[src/pkg/scs_pkg.sv]
// strap sampler constants, encodings and carrier structs
package scs_pkg;

    // strap pin positions in the sampled vector
    localparam int SCS_NPIN = 12;
    localparam int SCS_PIN_START = 0;
    localparam int SCS_PIN_INBAND = 1;
    localparam int SCS_PIN_ROLE = 2;
    localparam int SCS_PIN_SPEED = 3;
    localparam int SCS_PIN_WAKE = 4;
    localparam int SCS_PIN_RXD0 = 5;
    localparam int SCS_PIN_RXD1 = 6;
    localparam int SCS_PIN_RXD2 = 7;
    localparam int SCS_PIN_RXD3 = 8;
    localparam int SCS_PIN_RXER = 9;
    localparam int SCS_PIN_RXDV = 10;
    localparam int SCS_PIN_SDO = 11;

    // start, inband off, mac role, 100M, aneg, mii, miim, normal, no filter
    localparam logic [SCS_NPIN-1:0] SCS_STRAP_DEFAULT = 12'h01f;

    // pull-up settle time after our drivers let go
    localparam int SCS_CLK_PERIOD_NS = 5;
    localparam int SCS_SETTLE_NS = 100;
    localparam int SCS_SETTLE_CYC =
        (SCS_SETTLE_NS + SCS_CLK_PERIOD_NS - 1) / SCS_CLK_PERIOD_NS;

    typedef enum logic [1:0] {
        SCS_ST_SAMPLE = 2'b00,
        SCS_ST_CAPTURE = 2'b01,
        SCS_ST_RUN = 2'b11
    } scs_state_e;

    typedef enum logic [1:0] {
        SCS_P3_MII = 2'b00,
        SCS_P3_RMII = 2'b01,
        SCS_P3_RSVD = 2'b10,
        SCS_P3_RGMII = 2'b11
    } scs_port3_if_e;

    typedef enum logic [1:0] {
        SCS_MG_MIIM = 2'b00,
        SCS_MG_I2C = 2'b01,
        SCS_MG_SPI = 2'b10
    } scs_mgmt_e;

    localparam logic [1:0] SCS_PHY_RSVD = 2'b00;
    localparam logic [1:0] SCS_PHY_ANEG = 2'b01;
    localparam logic [1:0] SCS_PHY_MDIX = 2'b10;
    localparam logic [1:0] SCS_PHY_MDI = 2'b11;

    typedef struct packed {
        logic forward_en;
        logic inband_mgmt_en;
        scs_port3_if_e port3_if;
        logic mii_phy_mode;
        logic rmii_ref_out;
        logic inband_status_en;
        logic port3_gig;
        logic speed_conflict;
        scs_mgmt_e mgmt;
        logic aneg_eee;
        logic force_100fd;
        logic fixed_mdix;
        logic phy_cfg_rsvd;
        logic test_mode;
        logic emission_filter;
    } scs_cfg_s;

    typedef struct packed {
        logic [SCS_NPIN-1:0] out;
        logic [SCS_NPIN-1:0] oe;
    } scs_pin_s;

endpackage : scs_pkg

[src/hdl/scs_strap_hold.sv]
// per-bit strap holding register with load strobe
`timescale 1ns/100ps
`default_nettype none
module scs_strap_hold
    import scs_pkg::*;
#(
    parameter int W = SCS_NPIN,
    parameter logic [W-1:0] RST_VAL = SCS_STRAP_DEFAULT
) (
    input wire logic clk_i,
    input wire logic rst_n_i,
    input wire logic load_i,
    input wire logic [W-1:0] d_i,
    output logic [W-1:0] q_o
);

    genvar g;
    generate
        for (g = 0; g < W; g++) begin : g_bit
            logic bit_d;
            logic bit_q;
            // only a load strobe or reset may change a held bit
            always_comb begin
                bit_d = load_i ? d_i[g] : bit_q;
            end
            always_ff @(posedge clk_i) begin
                if (!rst_n_i) begin
                    bit_q <= RST_VAL[g];
                end else begin
                    bit_q <= bit_d;
                end
            end
            assign q_o[g] = bit_q;
        end
    endgenerate

endmodule : scs_strap_hold
`default_nettype wire

[src/hdl/scs_strap_sampler.sv]
// strap sampler top: capture sequencing, pin release and config decode
// Operation
// - capture all straps at end of reset
// - recapture on power-down exit and reset release
// - start strap low blocks forwarding until start
// - inband strap low enables; never with i2c
// - role low: phy mode, refclk out, no status
// - role high: mac mode, refclk in, status
// - speed strap low gigabit, high 100M
// - rxd3/rxd2 pick mii, rmii, rgmii
// - rxd1/rxd0 pick miim, i2c or spi
// - rx_er/wake pick phy negotiation setup
// - rx_dv high is test mode; never strapped
// - sdo high enables emission filter
`timescale 1ns/100ps
`default_nettype none
module scs_strap_sampler
    import scs_pkg::*;
#(
    parameter int SETTLE_CYC = SCS_SETTLE_CYC
) (
    input wire logic clk_i,
    input wire logic rst_n_i,
    input wire logic sw_reset_i,
    input wire logic pwr_down_i,
    input wire logic sw_start_i,
    input wire logic [SCS_NPIN-1:0] strap_in_i,
    input wire scs_pin_s func_i,
    output logic [SCS_NPIN-1:0] pin_o,
    output logic [SCS_NPIN-1:0] pin_oe_o,
    output logic cfg_valid_o,
    output scs_cfg_s cfg_o
);

    localparam int CW = $clog2(SETTLE_CYC + 1);
    localparam logic [CW-1:0] CNT_LAST = CW'(SETTLE_CYC - 1);
    localparam logic [CW-1:0] CNT_ZERO = '0;
    localparam logic [CW-1:0] CNT_ONE = CW'(1);

    scs_state_e state_q;
    scs_state_e state_d;
    logic [CW-1:0] cnt_q;
    logic [CW-1:0] cnt_d;
    logic busy;
    logic load;
    logic [SCS_NPIN-1:0] strap_q;

    // any of these keeps the straps in their sampling window
    assign busy = sw_reset_i | pwr_down_i;
    assign load = (state_q == SCS_ST_CAPTURE);

    // sequencing: reset release, sw reset end, power-down exit
    always_comb begin
        state_d = state_q;
        cnt_d = cnt_q;
        case (state_q)
            SCS_ST_SAMPLE: begin
                // settle restarts while any reset source is held
                if (busy) begin
                    cnt_d = CNT_ZERO;
                end else if (cnt_q == CNT_LAST) begin
                    cnt_d = CNT_ZERO;
                    state_d = SCS_ST_CAPTURE;
                end else begin
                    cnt_d = cnt_q + CNT_ONE;
                end
            end
            SCS_ST_CAPTURE: begin
                state_d = SCS_ST_RUN;
            end
            SCS_ST_RUN: begin
                if (busy) begin
                    cnt_d = CNT_ZERO;
                    state_d = SCS_ST_SAMPLE;
                end
            end
            default: begin
                cnt_d = CNT_ZERO;
                state_d = SCS_ST_SAMPLE;
            end
        endcase
    end

    // reset release always starts a fresh sampling window
    always_ff @(posedge clk_i) begin
        if (!rst_n_i) begin
            state_q <= SCS_ST_SAMPLE;
            cnt_q <= CNT_ZERO;
        end else begin
            state_q <= state_d;
            cnt_q <= cnt_d;
        end
    end

    scs_strap_hold #(
        .W(SCS_NPIN),
        .RST_VAL(SCS_STRAP_DEFAULT)
    ) u_hold (
        .clk_i(clk_i),
        .rst_n_i(rst_n_i),
        .load_i(load),
        .d_i(strap_in_i),
        .q_o(strap_q)
    );

    // pin drivers: off unless the next state is run
    logic [SCS_NPIN-1:0] pin_d;
    logic [SCS_NPIN-1:0] pin_q;
    logic [SCS_NPIN-1:0] oe_d;
    logic [SCS_NPIN-1:0] oe_q;
    logic valid_d;
    logic valid_q;

    always_comb begin
        pin_d = func_i.out;
        oe_d = '0;
        valid_d = 1'b0;
        if (state_d == SCS_ST_RUN) begin
            oe_d = func_i.oe;
            valid_d = 1'b1;
        end
    end

    always_ff @(posedge clk_i) begin
        if (!rst_n_i) begin
            pin_q <= '0;
            oe_q <= '0;
            valid_q <= 1'b0;
        end else begin
            pin_q <= pin_d;
            oe_q <= oe_d;
            valid_q <= valid_d;
        end
    end

    assign pin_o = pin_q;
    assign pin_oe_o = oe_q;
    assign cfg_valid_o = valid_q;

    // decode of held straps
    scs_port3_if_e p3_if;
    scs_mgmt_e mgmt;
    logic [1:0] phy_code;
    logic role_hi;
    logic run;
    scs_cfg_s cfg_d;
    scs_cfg_s cfg_q;

    assign p3_if = scs_port3_if_e'({strap_q[SCS_PIN_RXD3],
                                    strap_q[SCS_PIN_RXD2]});
    assign phy_code = {strap_q[SCS_PIN_RXER], strap_q[SCS_PIN_WAKE]};
    assign role_hi = strap_q[SCS_PIN_ROLE];
    assign run = (state_q == SCS_ST_RUN);

    // upper bit set means spi whatever the lower bit says
    always_comb begin
        if (strap_q[SCS_PIN_RXD1]) begin
            mgmt = SCS_MG_SPI;
        end else if (strap_q[SCS_PIN_RXD0]) begin
            mgmt = SCS_MG_I2C;
        end else begin
            mgmt = SCS_MG_MIIM;
        end
    end

    always_comb begin
        cfg_d = '0;
        // forwarding waits for capture as well as the start bit
        cfg_d.forward_en = run &
            (strap_q[SCS_PIN_START] | sw_start_i);
        // inband over i2c is refused in hardware, not just advised
        cfg_d.inband_mgmt_en = ~strap_q[SCS_PIN_INBAND] &
            (mgmt != SCS_MG_I2C);
        cfg_d.port3_if = p3_if;
        cfg_d.mii_phy_mode = (p3_if == SCS_P3_MII) & ~role_hi;
        cfg_d.rmii_ref_out = (p3_if == SCS_P3_RMII) & ~role_hi;
        cfg_d.inband_status_en = (p3_if == SCS_P3_RGMII) &
            role_hi;
        cfg_d.port3_gig = ~strap_q[SCS_PIN_SPEED];
        // flags a board that broke the 100M requirement
        cfg_d.speed_conflict = ~strap_q[SCS_PIN_SPEED] &
            ((p3_if == SCS_P3_MII) | (p3_if == SCS_P3_RMII));
        cfg_d.mgmt = mgmt;
        cfg_d.aneg_eee = (phy_code == SCS_PHY_ANEG);
        cfg_d.force_100fd = (phy_code == SCS_PHY_MDIX) |
            (phy_code == SCS_PHY_MDI);
        cfg_d.fixed_mdix = (phy_code == SCS_PHY_MDIX);
        cfg_d.phy_cfg_rsvd = (phy_code == SCS_PHY_RSVD);
        cfg_d.test_mode = strap_q[SCS_PIN_RXDV];
        cfg_d.emission_filter = strap_q[SCS_PIN_SDO];
    end

    always_ff @(posedge clk_i) begin
        if (!rst_n_i) begin
            cfg_q <= '0;
        end else begin
            cfg_q <= cfg_d;
        end
    end

    assign cfg_o = cfg_q;
endmodule : scs_strap_sampler
`default_nettype wire

[config.mk]
export PLATFORM = sky130hd
export DESIGN_NAME = scs_strap_sampler
export DESIGN_NICKNAME = d
export VERILOG_FILES = /design/src/pkg/scs_pkg.sv /design/src/hdl/scs_strap_hold.sv /design/src/hdl/scs_strap_sampler.sv
export SDC_FILE = /design/constraint.sdc
export NUM_CORES = 1
export LEC_CHECK = 0
export BUFFER_PORTS_ARGS = -buffer_cell sky130_fd_sc_hd__buf_4
export CAP_MARGIN = 10
export CORE_MARGIN = 5
export CORE_UTILIZATION = 39
export DETAILED_ROUTE_END_ITERATION = 8
export GPL_TIMING_DRIVEN = 0
export PLACE_DENSITY = 0.7
export SLEW_MARGIN = 10
export SYNTH_ARGS = -nofsm -noshare
export SYNTH_HDL_FRONTEND = slang
export SYNTH_SLANG_ARGS = --single-unit
[constraint.sdc]
create_clock -name clk_i -period 1.49 [get_ports clk_i]
set_input_delay 0.0745 -clock clk_i [delete_from_list [all_inputs] [get_ports clk_i]]
set_output_delay 0.0745 -clock clk_i [all_outputs]
set_load 0.01 [all_outputs]
Word level (Yosys, flattened, before mapping)
Index checks and enable logic that the tools add are counted.

word-level totals
  register bits after elaboration = 61
  output and inout port bits = 42
  logic and storage cells = 74

cells by class
  $add $sub $neg = 1
  equal/unequal tests = 11
  mux-type cells = 11
  bitwise gates (word level) = 14
  reduce and logical (&&, ||, !) cells = 5

operators with widths
  cell                   count
  $mux W5                3
  $pmux W5 S3            1
  $eq A2 B2 Y1 const B   5
  $mux W2                4
  $and A1 B1 Y1          6
  $eq A2 B1 Y1 const B   3
  $logic_not A2 Y1       3
  $pmux W2 S3            1
  $add A5 B1 Y5 const B  1
  $eq A5 B5 Y1 const B   1
  $not A1 Y1             4
  $or A1 B1 Y1           4
  $reduce_and A2 Y1      2
  $mux W1                2
  $ne A2 B1 Y1 const B   1
  $ne A2 B2 Y1 const B   1

Longest topological paths before layout
  word-level depth = 6
  depth in mapped cells = 5

By module
From an unflattened synthesis, not the netlist that was laid out.

unflattened totals
  cells, all modules = 179
  area, all modules = 2044.5 um^2

by module, submodules not included
  module             times used  cells an instance  area an instance (um^2)
  scs_strap_sampler  1           129                1516.5
  scs_strap_hold     1           50                 528.0

Least setup slack after synthesis
No wires, ideal clock.

  path type = register to register
  start point = reg state_q[1]
  end point = reg cnt_q[2]
  library setup time = 61 ps
  data arrival time = 1389 ps
  required time = 1429 ps
  setup slack = 40 ps
  cell stages (with the launch flop) = 4
  buffers on the path = 0
  cells stage by stage = dfxtp_1 > or4b_4 > a311oi_4 > a32o_1

on the way
  word-level cells in the longest chain between the ends = 3
  elaborated cells between the ends (all ways) = 7
  classes of those cells = eq/ne: 3; mux: 1; bitwise: 1; reduce/logical: 2

RTL lines
  element                                                      line                     RTL
  from (decl)                                                  scs_strap_sampler.sv:40  scs_state_e state_q;
  from (signal assigned)                                       scs_strap_sampler.sv:90  state_q <= state_d;
  $eq A2 B2 Y1 / $eq A2 B1 Y1 (equally long branches)          scs_strap_sampler.sv:56  case (state_q)
  $ne A2 B2 Y1 (no line) / $not A1 Y1 (equally long branches)  -
  $reduce_and A2 Y1 (no line)                                  -
  to (signal assigned)                                         scs_strap_sampler.sv:91  cnt_q <= cnt_d;
  to (decl)                                                    scs_strap_sampler.sv:42  logic [CW-1:0] cnt_q;

Parallel ways exist; a longest one is shown, timed or not.
A chain may end at the register's enable or synchronous reset.

Worst setup path after layout
  start point = reg state_q[1]
  end point = reg cnt_q[0]

The elaborated chain is that of the path after synthesis.

==> impl_metrics.py <==
metrics = {
    "outcome": {
        "run_status": "complete, no violations",
    },
    "route": {
        "route.antenna.remaining_nets": 0,
        "drc": 0,
        "viasPerCell": 4.54,
        "vias": 1728,
        "dr.pass1.iters": 4,
        "wl_per_cell_um": 13.0,
        "wl_mm": 4.97,
        "drt-initial-drc-count": 51,
    },
    "floorplanning": {
        "io_pins": 83,
        "dieArea_mm2": 0.00652,
        "initial_utilization_pct": 40.8,
        "fp-row-count": 25,
        "coreArea_mm2": 0.00479,
        "die_w_um": 80.7,
        "die_h_um": 80.7,
    },
    "synth": {
        "ys_types": 34,
        "ys_warn_count": 0,
        "syn_inst": 181,
        "synth_seq_area_share_pct": 62.6,
        "synth.area.top_cells": "dfxtp_1 (63%), and2_1 (6.7%), nand2_1 (5.0%)",
        "synth_area_mm2": 0.00195,
        "ys_ff_latch": 61,
        "syn_avg_cell_area_um2": 10.8,
        "synth_nets": 223,
        "synth_edf_count": 0,
        "async_reset_ff_share_pct": 0,
        "synth_top_area_share_pct": 62.6,
        "synth_top_flop_cell": "dfxtp_1",
        "yosys.area.top_type": "dfxtp_1",
    },
    "place": {
        "place.gp.congestion": 0.839,
        "port_buffers": 82,
        "post-place-ws_ps": -74.2,
        "dp.cells": 330,
    },
    "finish": {
        "final_nets": 351,
        "area_growth_syn_to_layout_pct": 63.6,
        "drive_gt1_share_pct": 33.1,
        "antenna_cells": 0,
        "multi_input_area_um2": 718,
        "fillerInstances": 393,
        "regArea_mm2": 0.00122,
        "stdcell_count": 381,
    },
    "global_route": {
        "grt_pass1_wl_mm": 7.73,
        "overflow": 0,
        "grt_antenna_before_repair": 0,
        "grt_max_degree": 11,
        "grt_pass1_vias": 1713,
        "grt_usage_pct": 15.9,
    },
    "min_path": {
        "hold_path_class": "input port to register",
    },
    "cts": {
        "tritoncts": "built",
        "root_buffer": "clkbuf_8",
        "clk_path_buf_depth": 2,
        "htreeDepth": 3,
        "clock_sinks": 61,
        "cts-buffers-inserted": 9,
        "clk_pin_slew_worst_paths_ps": 70,
        "clk_latency_ps": 330,
    },
    "sta": {
        "worstMarginPinSlew_ps": 587,
        "fin_hold_ws_ps": 16.0,
        "hold_viol": 0,
        "report.final.slew_viol_count": 0,
        "fin_crit_sh_pct": 98.1,
        "setup_violations": 0,
        "worst_clock_skew_ps": 8.19,
        "fin_crit_ps": 1460,
        "rsz0062_at_grt": "yes",
        "setup_slack_ps": 28.4,
        "fmax_mhz": 684,
        "relSlewSlack_pct": 60.5,
    },
    "setup_path": {
        "cp-start-kind": "register",
        "crit_arrival_ps": 1720,
        "critical_path_class": "register to register",
        "required_ps": 1750,
        "end_kind": "register",
        "path_max_fanout": 6,
    },
    "pwr": {
        "peakVddDrop_mv": 0.518,
        "powerDensity_mw_per_mm2": 970,
        "p_leak_nw": 1.46,
    },
    "flow_run": {
        "max_cap_viol_count": 0,
    },
}
[power by group]
group	total [mW]	switching, mW	leakage (nW)	internal (mW)
Sequential	1.66	0.00894	0.496	1.65
Clock	1.19	0.604	0.0829	0.591
Combinational	0.242	0.0717	0.882	0.170
[per-stage QoR]
stage | setup TNS [ps] | total power [mW] | area, um2 | utilization [%]
after floorplan | 0 | 1.74 | 1950 | -
after global placement | -198 | 1.86 | 2650 | 55.4
after detailed placement | -245 | 1.86 | 2650 | 55.4
after CTS | 0 | 3.12 | 3160 | 66.1
after global routing | -108 | 3.26 | 3190 | 66.7
final | 0 | 3.10 | 3190 | 66.7
[layout by cell type (no fill, tap or decap), types with 3 or more instances in the layout]
cell type	Yosys	final
buf_4	0	82
clkinv_2	0	4
nor2b_1	4	3
dlygate4sd3_1	0	35
and3_1	14	14
nand2b_1	3	3
dfxtp_1	61	60
clkbuf_8	0	9
nand3_1	7	7
nand2_1	26	26
and2_1	21	21
a21boi_0	7	7
clkbuf_1	8	9
nor3b_1	3	3
[worst max-delay path, cell delays in order, from the launching register on]
cell and delay (ps):
dfxtp_2 340, or4b_4 550, a311oi_4 310, a2bb2oi_1 200
[Yosys cell counts, types with 2 or more instances]
library cell,n
a2111oi_0,2
a21boi_0,7
and2_1,21
and3_1,14
clkbuf_1,8
dfxtp_1,61
inv_1,2
nand2_1,26
nand2b_1,3
nand3_1,7
nor2_1,2
nor2b_1,4
nor3b_1,3
[final cells by class]
| cell class | count | share of cell area [%] |
|---|---|---|
| timing repair buffer | 117 | 30.3 |
| multi-input combinational | 109 | 22.5 |
| clock inverter | 5 | 0.862 |
| inverter | 2 | 0.235 |
| tap | 67 | 2.63 |
| buffer | 9 | 1.14 |
| sequential | 61 | 38.3 |
| clock buffer | 11 | 4.11 |
[timing repair]
action / CTS / global route
pin swaps: 3 / 0
hold buffers: 35 / 0
resized for setup: 2 / 8
setup buffers: 0 / 0
hold endpoints to repair: 35 / 0
endpoints found under the setup margin: 5 / 21
[path summary, 6_finish.rpt]
check                                                           to                                from  cells after the start  slack (ps)
worst max-delay path                         cnt_q[0]$_SDFFE_PN0P_               state_q[1]$_SDFF_PN0_                      3          30
worst min-delay path            u_hold.g_bit[8].bit_q$_SDFFE_PN0N_                       strap_in_i[8]                      3          20
worst max register to register               cnt_q[0]$_SDFFE_PN0P_               state_q[1]$_SDFF_PN0_                      3          30
worst min register to register                cfg_o[15]$_SDFF_PN0_  u_hold.g_bit[1].bit_q$_SDFFE_PN1N_                      1         420
[routing by layer]
layer / part of all wire, % / up-vias / GRT usage [%]
li1: - / 872 / -
met1: 39 / 771 / 17.7
met2: 50 / 67 / 26.3
met3: 7.4 / 18 / 5.54
met4: 3.1 / 0 / 9.12
met5: 0 / - / 0
[logic make-up (layout without fill, tap and decap cells)]
logic type	count (synthesis)	after routing	synth area share (%)
compound gates	22	22	9.94
fa+ha+maj	1	1	0.641
buf+inv	11	144	2.18
flops	61	61	62.6
simple gates	86	86	24.7
[state kept, by name, summed over array words and instances (netlist names)]
signal	count
cfg_o	17
pin_o	12
pin_oe_o	12
u_hold.g_bit.bit_q	12
cnt_q	5
state_q	2
cfg_valid_o	1
No activity file was read; power rests on OpenSTA's default activity.
